===== src/i2c_seq_pkg.sv =====
// Purpose: shared constants and types for the two-wire master sequencer
// Assumes: 10 MHz system clock, 32-bit AHB-Lite register access
// Notes: register offsets are word indices; byte address is index * 4
package i2c_seq_pkg;
  // ==========================================================
  // timing
  // ==========================================================
  localparam int unsigned CLK_HZ = 10_000_000; // system clock rate
  localparam int unsigned MAX_BIT_HZ = 400_000; // fastest serial rate
  // quarter bit period, rounded up so the rate never exceeds the max
  localparam int unsigned QTR_CYC =
    (CLK_HZ + 4 * MAX_BIT_HZ - 1) / (4 * MAX_BIT_HZ);
  localparam logic [15:0] BAUD_MIN = 16'(QTR_CYC - 1); // least reload
  // ==========================================================
  // register indices (byte address = index * 4)
  // ==========================================================
  localparam logic [11:0] IDX_DATA = 12'hF50; // tx write / rx read
  localparam logic [11:0] IDX_STATUS = 12'hF51; // events and state
  localparam logic [11:0] IDX_CTRL = 12'hF52; // request bits
  localparam logic [11:0] IDX_BAUD_HI = 12'hF53; // reload high byte
  localparam logic [11:0] IDX_BAUD_LO = 12'hF54; // reload low byte
  localparam logic [11:0] IDX_SHIFT = 12'hF55; // shift state code
  localparam logic [11:0] IDX_READBACK_SELECT = 12'hF56; // baud_readback_control
  localparam logic [11:0] IDX_MASK = 12'hF57; // interrupt mask
  // ==========================================================
  // fields
  // ==========================================================
  localparam int CTL_BEGIN = 0; // begin_request
  localparam int CTL_END = 1; // end_request
  localparam int CTL_PURGE = 2; // purge_request
  localparam int CTL_TXIE = 3; // transmit_irq_enable
  localparam int CTL_NAK = 4; // refuse_last_request
  localparam int CTL_TEN = 5; // 10-bit addressing
  localparam int EV_TX = 0; // transmit event
  localparam int EV_REF = 1; // refusal_irq_flag
  localparam int EV_RX = 2; // byte received
  localparam int READBACK_SELECT_SEL = 0; // readback_select
  localparam logic [7:0] BAUD_HI_RST = 8'h00; // reload reset, high
  localparam logic [7:0] BAUD_LO_RST = BAUD_MIN[7:0]; // reload reset, low
  // ==========================================================
  // shift state codes
  // ==========================================================
  localparam logic [5:0] CODE_ADDR_TOP = 6'h20; // addr bit b -> top - b
  localparam logic [4:0] CODE_ADDR_B0 = 5'h11; // address bit 0
  localparam logic [4:0] CODE_ACK = 5'h10; // acknowledge slot
  localparam logic [1:0] CODE_DATA = 2'h1; // data bit prefix
  localparam logic [4:0] CODE_IDLE = 5'h00;
  localparam logic [4:0] CODE_START = 5'h01;
  localparam logic [4:0] CODE_STOP = 5'h02;
  localparam logic [4:0] CODE_WAIT = 5'h03;
  typedef enum logic [2:0] {
    ST_IDLE, ST_START, ST_BIT, ST_ACK, ST_WAIT, ST_STOP
  } eng_t;
endpackage


===== src/i2c_master_sequencer.sv =====
// Purpose: master-only two-wire serial sequencer behind an AHB-Lite slave
// Assumes: single master on the wire, 32-bit word accesses only
// Notes: bus answers with zero wait states; SDA/SCL are open drain
// Notes on behaviour
// slave ack after byte sets peer_ok
// write nack sets refusal, clears peer_ok
// software ends refused transfer: end, purge
// stop then clears end_request and refusal
// transmit event after first data bit
// software requests end or restart during last
// no refusal when end/begin already pending
// stop or restart, then clear request bit
// software loads address with read bit one
// software sets begin_request to start transfer
// refuse_last_request sends nack after byte
// address bits 3,2,1 report 1D,1E,1F
// readback_select picks reload or live counter
// readback_select register: bit0 read/write, rest zero
// master only, single master, no slave mode
// serial rate never above 400 kbit/s
// purge discards pending byte, self-clears
module i2c_master_sequencer
  import i2c_seq_pkg::*;
(
  input wire logic SYS_CLK_IN,
  input wire logic RST_N_IN,
  input wire logic HSEL_IN,
  input wire logic [31:0] HADDR_IN,
  input wire logic [1:0] HTRANS_IN,
  input wire logic HWRITE_IN,
  input wire logic [2:0] HSIZE_IN,
  input wire logic [31:0] HWDATA_IN,
  input wire logic HREADY_IN,
  output logic [31:0] HRDATA_OUT,
  output logic HREADYOUT_OUT,
  output logic HRESP_OUT,
  output logic IRQ_OUT,
  input wire logic SDA_IN,
  output logic SDA_OUT,
  output logic SDA_OE_OUT,
  input wire logic SCL_IN,
  output logic SCL_OUT,
  output logic SCL_OE_OUT
);
  // ==========================================================
  // elaboration check
  // ==========================================================
  if (QTR_CYC < 2) begin : g_bad_clk
    $error("system clock too slow for the serial rate");
  end

  // ==========================================================
  // pin synchronisers
  // ==========================================================
  logic sda_m_q, sda_s_q; // sda metastable / stable stage
  logic scl_m_q, scl_s_q; // scl metastable / stable stage
  // two flops each; only the second stage feeds logic
  always_ff @(posedge SYS_CLK_IN or negedge RST_N_IN) begin
    if (!RST_N_IN) begin
      {sda_m_q, sda_s_q, scl_m_q, scl_s_q} <= 4'hF;
    end else begin
      {sda_m_q, sda_s_q} <= {SDA_IN, sda_m_q};
      {scl_m_q, scl_s_q} <= {SCL_IN, scl_m_q};
    end
  end

  // ==========================================================
  // AHB-Lite slave
  // ==========================================================
  logic dp_wr_q; // write data phase pending
  logic [11:0] wa_q; // index of the write in data phase
  logic [7:0] hrdata_q; // read data, loaded in address phase
  wire ap_valid = HSEL_IN & HTRANS_IN[1] & HREADY_IN;
  wire [11:0] a_idx = HADDR_IN[13:2];
  wire a_map = (HADDR_IN[31:14] == 18'h0) & (HADDR_IN[1:0] == 2'h0);
  wire ap_rd = ap_valid & ~HWRITE_IN;

  // true when the data phase writes the given register
  function automatic logic wr_hit(input logic [11:0] idx);
    return dp_wr_q && (wa_q == idx);
  endfunction

  // ==========================================================
  // registers
  // ==========================================================
  logic begin_q, end_q, purge_q, txie_q, nak_q, ten_q; // control
  logic [2:0] ev_q; // sticky events
  logic [2:0] mask_q; // interrupt mask
  logic peer_q; // peer_ok_flag
  logic readback_select_q; // readback_select
  logic [7:0] bhi_q, blo_q; // baud reload bytes
  logic [7:0] tx_q, rx_q; // transmit holding / received byte
  logic full_q; // tx holding byte valid
  logic irq_q; // registered interrupt
  logic [15:0] cnt_q; // live baud counter
  eng_t st_q; // engine state
  logic [1:0] ph_q; // quarter phase within a bit
  logic [2:0] bit_q; // bit index, msb first
  logic [7:0] sh_q; // shift register
  logic rd_mode_q; // read transaction
  logic [1:0] byte_no_q; // byte count, saturating
  logic nak_sent_q; // nack was sent on the last rx byte
  logic ackbit_q; // sampled ack slot level
  logic sda_low_q, scl_low_q; // pin drive-low requests

  // ==========================================================
  // baud generator
  // ==========================================================
  wire [15:0] reload = {bhi_q, blo_q};
  // clamping keeps the bit rate inside the supported range
  wire [15:0] eff = (reload < BAUD_MIN) ? BAUD_MIN : reload;
  wire parked = (st_q == ST_IDLE) | (st_q == ST_WAIT);
  // a slave holding SCL low stretches the low phase
  wire hold = ~scl_low_q & ~scl_s_q & ~parked;
  wire tick = (cnt_q == 16'h0) & ~hold & ~parked;
  wire end_ph = tick & (ph_q == 2'h3);

  always_ff @(posedge SYS_CLK_IN or negedge RST_N_IN) begin
    if (!RST_N_IN) cnt_q <= {BAUD_HI_RST, BAUD_LO_RST};
    else if (parked | tick) cnt_q <= eff;
    else if (!hold) cnt_q <= cnt_q - 16'h1;
  end

  // ==========================================================
  // engine decisions
  // ==========================================================
  wire addr_byte = ten_q ? (byte_no_q == 2'h1) : (byte_no_q == 2'h0);
  wire data_byte = ~addr_byte & (byte_no_q != 2'h0);
  wire byte_tx = (byte_no_q == 2'h0) | ~rd_mode_q | addr_byte;
  wire ending = end_q | begin_q;
  wire ack_end = (st_q == ST_ACK) & end_ph;
  wire peer_set = ack_end & byte_tx & ~ackbit_q;
  wire refuse_ev = ack_end & byte_tx & ackbit_q & ~ending;
  wire rx_done = ack_end & ~byte_tx;
  wire tx_ev = (st_q == ST_BIT) & end_ph & (bit_q == 3'h7)
             & byte_tx & data_byte & txie_q;
  wire ref_now = ev_q[EV_REF] | refuse_ev;
  wire dec = ack_end | (st_q == ST_WAIT);
  wire nxt_stop = dec & end_q;
  wire nxt_start = dec & ~end_q & begin_q;
  wire nxt_rx = dec & ~ending & rd_mode_q & ~nak_sent_q & ~ref_now;
  wire nxt_tx = dec & ~ending & ~rd_mode_q & full_q & ~ref_now;
  wire start_end = (st_q == ST_START) & end_ph;
  wire stop_end = (st_q == ST_STOP) & end_ph;
  wire load = start_end | nxt_tx;

  // ==========================================================
  // engine state machine
  // ==========================================================
  // actions happen at the tick that closes the current quarter
  always_ff @(posedge SYS_CLK_IN or negedge RST_N_IN) begin
    if (!RST_N_IN) begin
      st_q <= ST_IDLE;
      ph_q <= 2'h0;
      bit_q <= 3'h7;
      sh_q <= 8'h00;
      rd_mode_q <= 1'b0;
      byte_no_q <= 2'h0;
      nak_sent_q <= 1'b0;
      ackbit_q <= 1'b1;
      sda_low_q <= 1'b0;
      scl_low_q <= 1'b0;
    end else begin
      if (tick) ph_q <= ph_q + 2'h1;
      unique case (st_q)
        ST_IDLE: begin // bus free, both lines released
          ph_q <= 2'h0;
          if (begin_q) st_q <= ST_START;
        end
        ST_START: begin // also serves as repeated start
          if (tick && ph_q == 2'h0) begin
            scl_low_q <= 1'b1;
            sda_low_q <= 1'b0;
          end
          if (tick && ph_q == 2'h1) scl_low_q <= 1'b0;
          if (tick && ph_q == 2'h2) sda_low_q <= 1'b1;
          if (start_end) begin
            scl_low_q <= 1'b1;
            sh_q <= tx_q;
            rd_mode_q <= tx_q[0];
            byte_no_q <= 2'h0;
            nak_sent_q <= 1'b0;
            bit_q <= 3'h7;
            st_q <= ST_BIT;
          end
        end
        ST_BIT: begin // one bit, out and in at once
          if (tick && ph_q == 2'h0) sda_low_q <= byte_tx & ~sh_q[7];
          if (tick && ph_q == 2'h1) scl_low_q <= 1'b0;
          if (tick && ph_q == 2'h2) sh_q <= {sh_q[6:0], sda_s_q};
          if (end_ph) begin
            scl_low_q <= 1'b1;
            bit_q <= bit_q - 3'h1;
            if (bit_q == 3'h0) st_q <= ST_ACK;
          end
        end
        ST_ACK: begin // acknowledge slot
          if (tick && ph_q == 2'h0) begin
            sda_low_q <= ~byte_tx & ~nak_q;
            nak_sent_q <= ~byte_tx & nak_q;
          end
          if (tick && ph_q == 2'h1) scl_low_q <= 1'b0;
          if (tick && ph_q == 2'h2) ackbit_q <= sda_s_q;
          if (end_ph) begin
            scl_low_q <= 1'b1;
            if (byte_no_q != 2'h3) byte_no_q <= byte_no_q + 2'h1;
          end
        end
        ST_WAIT: ph_q <= 2'h0; // scl held low until software acts
        ST_STOP: begin
          if (tick && ph_q == 2'h0) sda_low_q <= 1'b1;
          if (tick && ph_q == 2'h1) scl_low_q <= 1'b0;
          if (tick && ph_q == 2'h2) sda_low_q <= 1'b0;
          if (stop_end) st_q <= ST_IDLE;
        end
        default: st_q <= ST_IDLE;
      endcase
      // next step after a byte, or while parked
      if (nxt_stop) st_q <= ST_STOP;
      else if (nxt_start) st_q <= ST_START;
      else if (nxt_rx | nxt_tx) begin
        st_q <= ST_BIT;
        bit_q <= 3'h7;
        if (nxt_tx) sh_q <= tx_q;
      end else if (ack_end) st_q <= ST_WAIT;
    end
  end

  // ==========================================================
  // control and status registers
  // ==========================================================
  wire wr_ctl = wr_hit(IDX_CTRL);
  wire wr_data = wr_hit(IDX_DATA);
  wire [2:0] ev_set = {rx_done, refuse_ev, tx_ev};
  wire [2:0] ev_w1c = wr_hit(IDX_STATUS) ? HWDATA_IN[2:0] : 3'h0;
  // hardware clears refusal when its stop completes
  wire [2:0] ev_clr = ev_w1c | {1'b0, stop_end, 1'b0};

  // request bits: a software write wins over a hardware clear
  always_ff @(posedge SYS_CLK_IN or negedge RST_N_IN) begin
    if (!RST_N_IN) begin
      {ten_q, nak_q, txie_q, purge_q, end_q, begin_q} <= 6'h00;
    end else if (wr_ctl) begin
      {ten_q, nak_q, txie_q, purge_q, end_q, begin_q} <= HWDATA_IN[5:0];
    end else begin
      begin_q <= begin_q & ~start_end;
      end_q <= end_q & ~stop_end;
      purge_q <= 1'b0;
    end
  end

  // events: a set in the clearing cycle is kept
  always_ff @(posedge SYS_CLK_IN or negedge RST_N_IN) begin
    if (!RST_N_IN) begin
      ev_q <= 3'h0;
      irq_q <= 1'b0;
      peer_q <= 1'b0;
    end else begin
      ev_q <= ev_set | (ev_q & ~ev_clr);
      irq_q <= |(ev_q & mask_q);
      if (peer_set) peer_q <= 1'b1;
      else if (refuse_ev) peer_q <= 1'b0;
    end
  end

  // holding byte: purge discards it, a new write refills it
  always_ff @(posedge SYS_CLK_IN or negedge RST_N_IN) begin
    if (!RST_N_IN) begin
      tx_q <= 8'h00;
      full_q <= 1'b0;
      rx_q <= 8'h00;
    end else begin
      if (wr_data) tx_q <= HWDATA_IN[7:0];
      full_q <= wr_data | (full_q & ~load & ~purge_q);
      if (rx_done) rx_q <= sh_q;
    end
  end

  // plain configuration registers
  always_ff @(posedge SYS_CLK_IN or negedge RST_N_IN) begin
    if (!RST_N_IN) begin
      bhi_q <= BAUD_HI_RST;
      blo_q <= BAUD_LO_RST;
      mask_q <= 3'h0;
      readback_select_q <= 1'b0;
    end else begin
      if (wr_hit(IDX_BAUD_HI)) bhi_q <= HWDATA_IN[7:0];
      if (wr_hit(IDX_BAUD_LO)) blo_q <= HWDATA_IN[7:0];
      if (wr_hit(IDX_MASK)) mask_q <= HWDATA_IN[2:0];
      if (wr_hit(IDX_READBACK_SELECT)) readback_select_q <= HWDATA_IN[READBACK_SELECT_SEL];
    end
  end

  // ==========================================================
  // read path
  // ==========================================================
  wire [4:0] addr_code = (bit_q == 3'h0) ? CODE_ADDR_B0
                       : 5'(CODE_ADDR_TOP - {3'h0, bit_q});
  wire [4:0] code = (st_q == ST_BIT) ?
                      (addr_byte ? addr_code : {CODE_DATA, bit_q})
                  : (st_q == ST_ACK) ? CODE_ACK
                  : (st_q == ST_START) ? CODE_START
                  : (st_q == ST_STOP) ? CODE_STOP
                  : (st_q == ST_WAIT) ? CODE_WAIT : CODE_IDLE;
  wire [7:0] sts_byte = {2'h0, full_q, ~parked, peer_q, ev_q};
  wire [7:0] ctl_byte = {2'h0, ten_q, nak_q, txie_q, purge_q, end_q,
                         begin_q};
  // live counter or reload, chosen by readback_select
  wire [15:0] baud_rd = readback_select_q ? cnt_q : reload;
  wire [7:0] rd_byte = ~a_map ? 8'h00
                     : (a_idx == IDX_DATA) ? rx_q
                     : (a_idx == IDX_STATUS) ? sts_byte
                     : (a_idx == IDX_CTRL) ? ctl_byte
                     : (a_idx == IDX_BAUD_HI) ? baud_rd[15:8]
                     : (a_idx == IDX_BAUD_LO) ? baud_rd[7:0]
                     : (a_idx == IDX_SHIFT) ? {3'h0, code}
                     : (a_idx == IDX_READBACK_SELECT) ? {7'h00, readback_select_q}
                     : (a_idx == IDX_MASK) ? {5'h00, mask_q} : 8'h00;

  // read data is sampled in the address phase, so a read right
  // after a write to the same register returns the old value
  always_ff @(posedge SYS_CLK_IN or negedge RST_N_IN) begin
    if (!RST_N_IN) begin
      dp_wr_q <= 1'b0;
      wa_q <= 12'h000;
      hrdata_q <= 8'h00;
    end else begin
      dp_wr_q <= ap_valid & HWRITE_IN & a_map;
      wa_q <= a_idx;
      if (ap_rd) hrdata_q <= rd_byte;
    end
  end

  // ==========================================================
  // outputs
  // ==========================================================
  assign HRDATA_OUT = {24'h000000, hrdata_q};
  assign HREADYOUT_OUT = 1'b1; // zero wait states
  assign HRESP_OUT = 1'b0; // always OKAY
  assign IRQ_OUT = irq_q;
  assign SDA_OUT = 1'b0; // open drain: only ever pulls low
  assign SDA_OE_OUT = sda_low_q;
  assign SCL_OUT = 1'b0;
  assign SCL_OE_OUT = scl_low_q;
endmodule // i2c_master_sequencer


===== config.mk =====
export PLATFORM = sky130hd
export DESIGN_NAME = i2c_master_sequencer
export DESIGN_NICKNAME = d
export VERILOG_FILES = /design/src/i2c_seq_pkg.sv /design/src/i2c_master_sequencer.sv
export SDC_FILE = /design/constraint.sdc
export NUM_CORES = 1
export LEC_CHECK = 0
export ABC_AREA = 1
export CAP_MARGIN = 20
export CELL_PAD_IN_SITES_DETAIL_PLACEMENT = 1
export CELL_PAD_IN_SITES_GLOBAL_PLACEMENT = 1
export CORE_ASPECT_RATIO = 0.5
export CORE_UTILIZATION = 50
export CTS_CLUSTER_DIAMETER = 100
export DETAILED_ROUTE_END_ITERATION = 8
export DONT_BUFFER_PORTS = 1
export PLACE_DENSITY_LB_ADDON = 0.1
export SLEW_MARGIN = 20
export SYNTH_ARGS = -nofsm -noshare
export SYNTH_HDL_FRONTEND = slang
export SYNTH_SLANG_ARGS = --single-unit

===== constraint.sdc =====
create_clock -name SYS_CLK_IN -period 5.46 [get_ports SYS_CLK_IN]
set_input_delay 0.819 -clock SYS_CLK_IN [delete_from_list [all_inputs] [get_ports SYS_CLK_IN]]
set_output_delay 0.819 -clock SYS_CLK_IN [all_outputs]
set_load 0.01 [all_outputs]

==> impl_metrics.csv <==
group,metric,value,unit
outcome,outcome,"completed",
global_route,track_usage,0.312,
yosys,synth_edf_count,0,
detailed_routing,wl_per_cell,19.6,um
yosys,synth.most_common_cell,"nand2_1",
cts,cts_tree,"done",
power,power_density,261,mW/mm^2
sta,whs,0.145,ns
finish,area_delta_synth_final,5.41,%
sta,setup_violations,0,
place,gp_congestion,0.909,
worst_setup_path,crit_type,"reg -> reg",
floorplan,die_height,81.9,um
cts,path_clk_slew,0.08,ns
sta,fin_setup_tns,0,ns
floorplan,io_pins,115,
global_route,first_global_vias,5711,
floorplan,coreArea,0.0121,sq mm
cts,clock_latency,0.36,ns
sta,finalHoldViolations,0,
worst_setup_path,critPathRequiredTime,5.71,ns
worst_setup_path,reg2reg_depth,9,
finish,drive_above_1_share,0.0599,
worst_setup_path,r2r-start,"st_q[0]",
yosys,synth.largest_area_cell,"dfrtp_1",
sta,final-max-slew-violation-count,0,
yosys,yosys_register_bits,112,
yosys,syn_inst,852,
detailed_routing,routed_wl,20000,um
detailed_routing,drt_iter0_drc,474,
cts,cts_hold_buffers,0,
detailed_routing,viasPerCell,5.75,
sta,fmax,0.359,GHz
yosys,yosys.area.top_type_share,0.392,
sta,fin_crit_sh,0.510,
worst_setup_path,rrSetupSlack,2.68,ns
place,dp.cells,1001,
floorplan,rows,28,
sta,layout_min_cycle_time,2.78,ns
cts,cts_resized,0,
floorplan,initial_core_util,0.527,
global_route,grt_max_degree,113,
finish,utilization,0.555,
cts,clk_path_buf_depth,2,
finish,stdcell_count,1017,
detailed_routing,route.vias.total,5845,
worst_setup_path,r2r-end,"rx_q[2]",
place,place_area,0.00643,sq mm
floorplan,die_w,162,um
worst_setup_path,crit_arrival,3.03,ns
sta,slew_headroom,0.331,
yosys,ys_warn_count,0,
yosys,async_flop_share,1.00,
cts,clkSinkCount,112,
detailed_routing,drc,0,
finish,num_antenna_cells,0,
finish,finalNetCount,934,
yosys,seq_area_frac_synth,0.441,
yosys,syn_avg_cell_area,7.49,sq um
worst_setup_path,end_kind,"flip-flop",
yosys,synth_common_cells,"nand2_1 (227), dfrtp_1 (100), o21ai_0 (93)",
place,dp_hpwl,14700,um
worst_setup_path,startpoint_type,"flip-flop",
global_route,grt_first_pass_wirelength,30800,um
min_path,hold_class,"in -> async",
yosys,synth_flop_cell,"dfrtp_1",
power,peakVddDrop,139,uV
sta,rsz0062_at_grt,"false",
detailed_routing,ant_nets,0,
cts,cts_buffers,9,
floorplan,die_area,0.0133,sq mm
cts,htreeDepth,3,
sta,finalClockSkew,0.00955,ns
yosys,synth_area_leaders,"dfrtp_1 (39%), nand2_1 (13%), o21ai_0 (7.3%), dfstp_2 (4.9%), inv_1 (4.9%)",
cts,clockRootBuffer,"clkbuf_16",
global_route,grt-ovfl-total,0,
flow_run,cap_viol_max_count,0,
cts,post_cts_buffers,0,
detailed_routing,dr.pass1.iters,5,
power,p_leak,0.00319,uW
global_route,antenna_found_initial,0,
sta,tightest_slew,0.995,ns
yosys,syn-cell-area,0.00638,sq mm
finish,fin_area,0.00673,sq mm
worst_setup_path,crit_fanout,24,
yosys,yosysUniqueCellTypes,43,
place,numPortBuffers,0,
[routing by layer]
layer,share of wire,GRT usage,vias to the layer above
met2,0.45,0.509,183
met1,0.47,0.428,2894
met3,0.063,0.0606,27
met4,0.014,0.0792,0
met5,0,0,-
li1,-,-,2741
[flip-flops by register name, summed over array words and instances (netlist names), 2 cells and up]
register and count:
tx_q 8, ph_q 2, bit_q 3, sh_q 8
blo_q 8, bhi_q 8, hrdata_q 8, cnt_q 16
st_q 3, mask_q 3, ev_q 3, byte_no_q 2
rx_q 8, wa_q 12
[area by class of cell]
class,count,area [sq um]
Clock buffer,9,225
Fill cell,1564,5390
Timing Repair Buffer,1,7.51
Tap cell,165,206
Clock inverter,7,77.6
Inverter,89,337
Multi-Input combinational cell,634,3060
Sequential cell,112,2820
[report_power, final]
group	internal (uW)	switching (uW)	total, uW
registers	871	36.3	907
logic	48.6	105	153
clock network	363	336	699
[through the flow]
stage	total power [uW]	worst slack, ns
after global routing	1810	2.50
after CTS	1760	2.71
after global placement	1060	2.64
after floorplan	1040	3.19
final	1760	2.68
after detailed placement	1070	2.57
[cell families (layout without fill, tap and decap cells)]
| family | count (synthesis) | in the layout | synth area share |
|---|---|---|---|
| other cells | 2 | 28 | 0.00118 |
| buf+inv | 132 | 106 | 0.0949 |
| fa+ha+maj | 11 | 11 | 0.0216 |
| flops | 112 | 112 | 0.441 |
| simple gates | 420 | 420 | 0.288 |
| compound gates | 167 | 167 | 0.142 |
| mux | 2 | 2 | 0.00333 |
| xor+xnor | 6 | 6 | 0.00823 |
[placed cells by master, fill, tap and decap left out, types with 3 or more instances in the layout]
master / count
nand2_1: 227
o21ai_1: 4
nand2_4: 3
nor3_1: 21
nand4_1: 11
xor2_1: 5
clkbuf_16: 9
nor2_4: 5
o31ai_1: 4
a22oi_1: 3
inv_1: 84
conb_1: 28
nor4_1: 9
o22ai_1: 5
dfrtp_1: 100
inv_2: 3
ha_1: 11
nor2_1: 83
a21oi_1: 40
o21ai_0: 93
o211ai_1: 11
nor2_2: 3
dfstp_2: 12
nand3_1: 50
[worst max-delay path by stage]
stage           startpoint     endpoint  slack [ns]  cells after the start
2_1_floorplan  HADDR_IN[7]  hrdata_q[0]        3.19                     10
3_3_place_gp   HADDR_IN[7]  hrdata_q[3]        2.64                     10
3_5_place_dp   HADDR_IN[7]  hrdata_q[3]        2.57                     10
4_1_cts            st_q[0]      sh_q[7]        2.71                     12
5_1_grt            st_q[0]      sh_q[7]        2.50                     12
6_report           st_q[0]      rx_q[2]        2.68                      9
[critical path: stages, from the launching register on]
cell and delay, ns:
dfrtp_1 0.45, nor2_4 0.29, inv_2 0.18, nand2_4 0.27, inv_2 0.18, nor2_1 0.24
nand4_1 0.19, inv_1 0.09, nand2_1 0.35, mux2_2 0.42
Note: power is estimated with default switching activity, not from simulation.
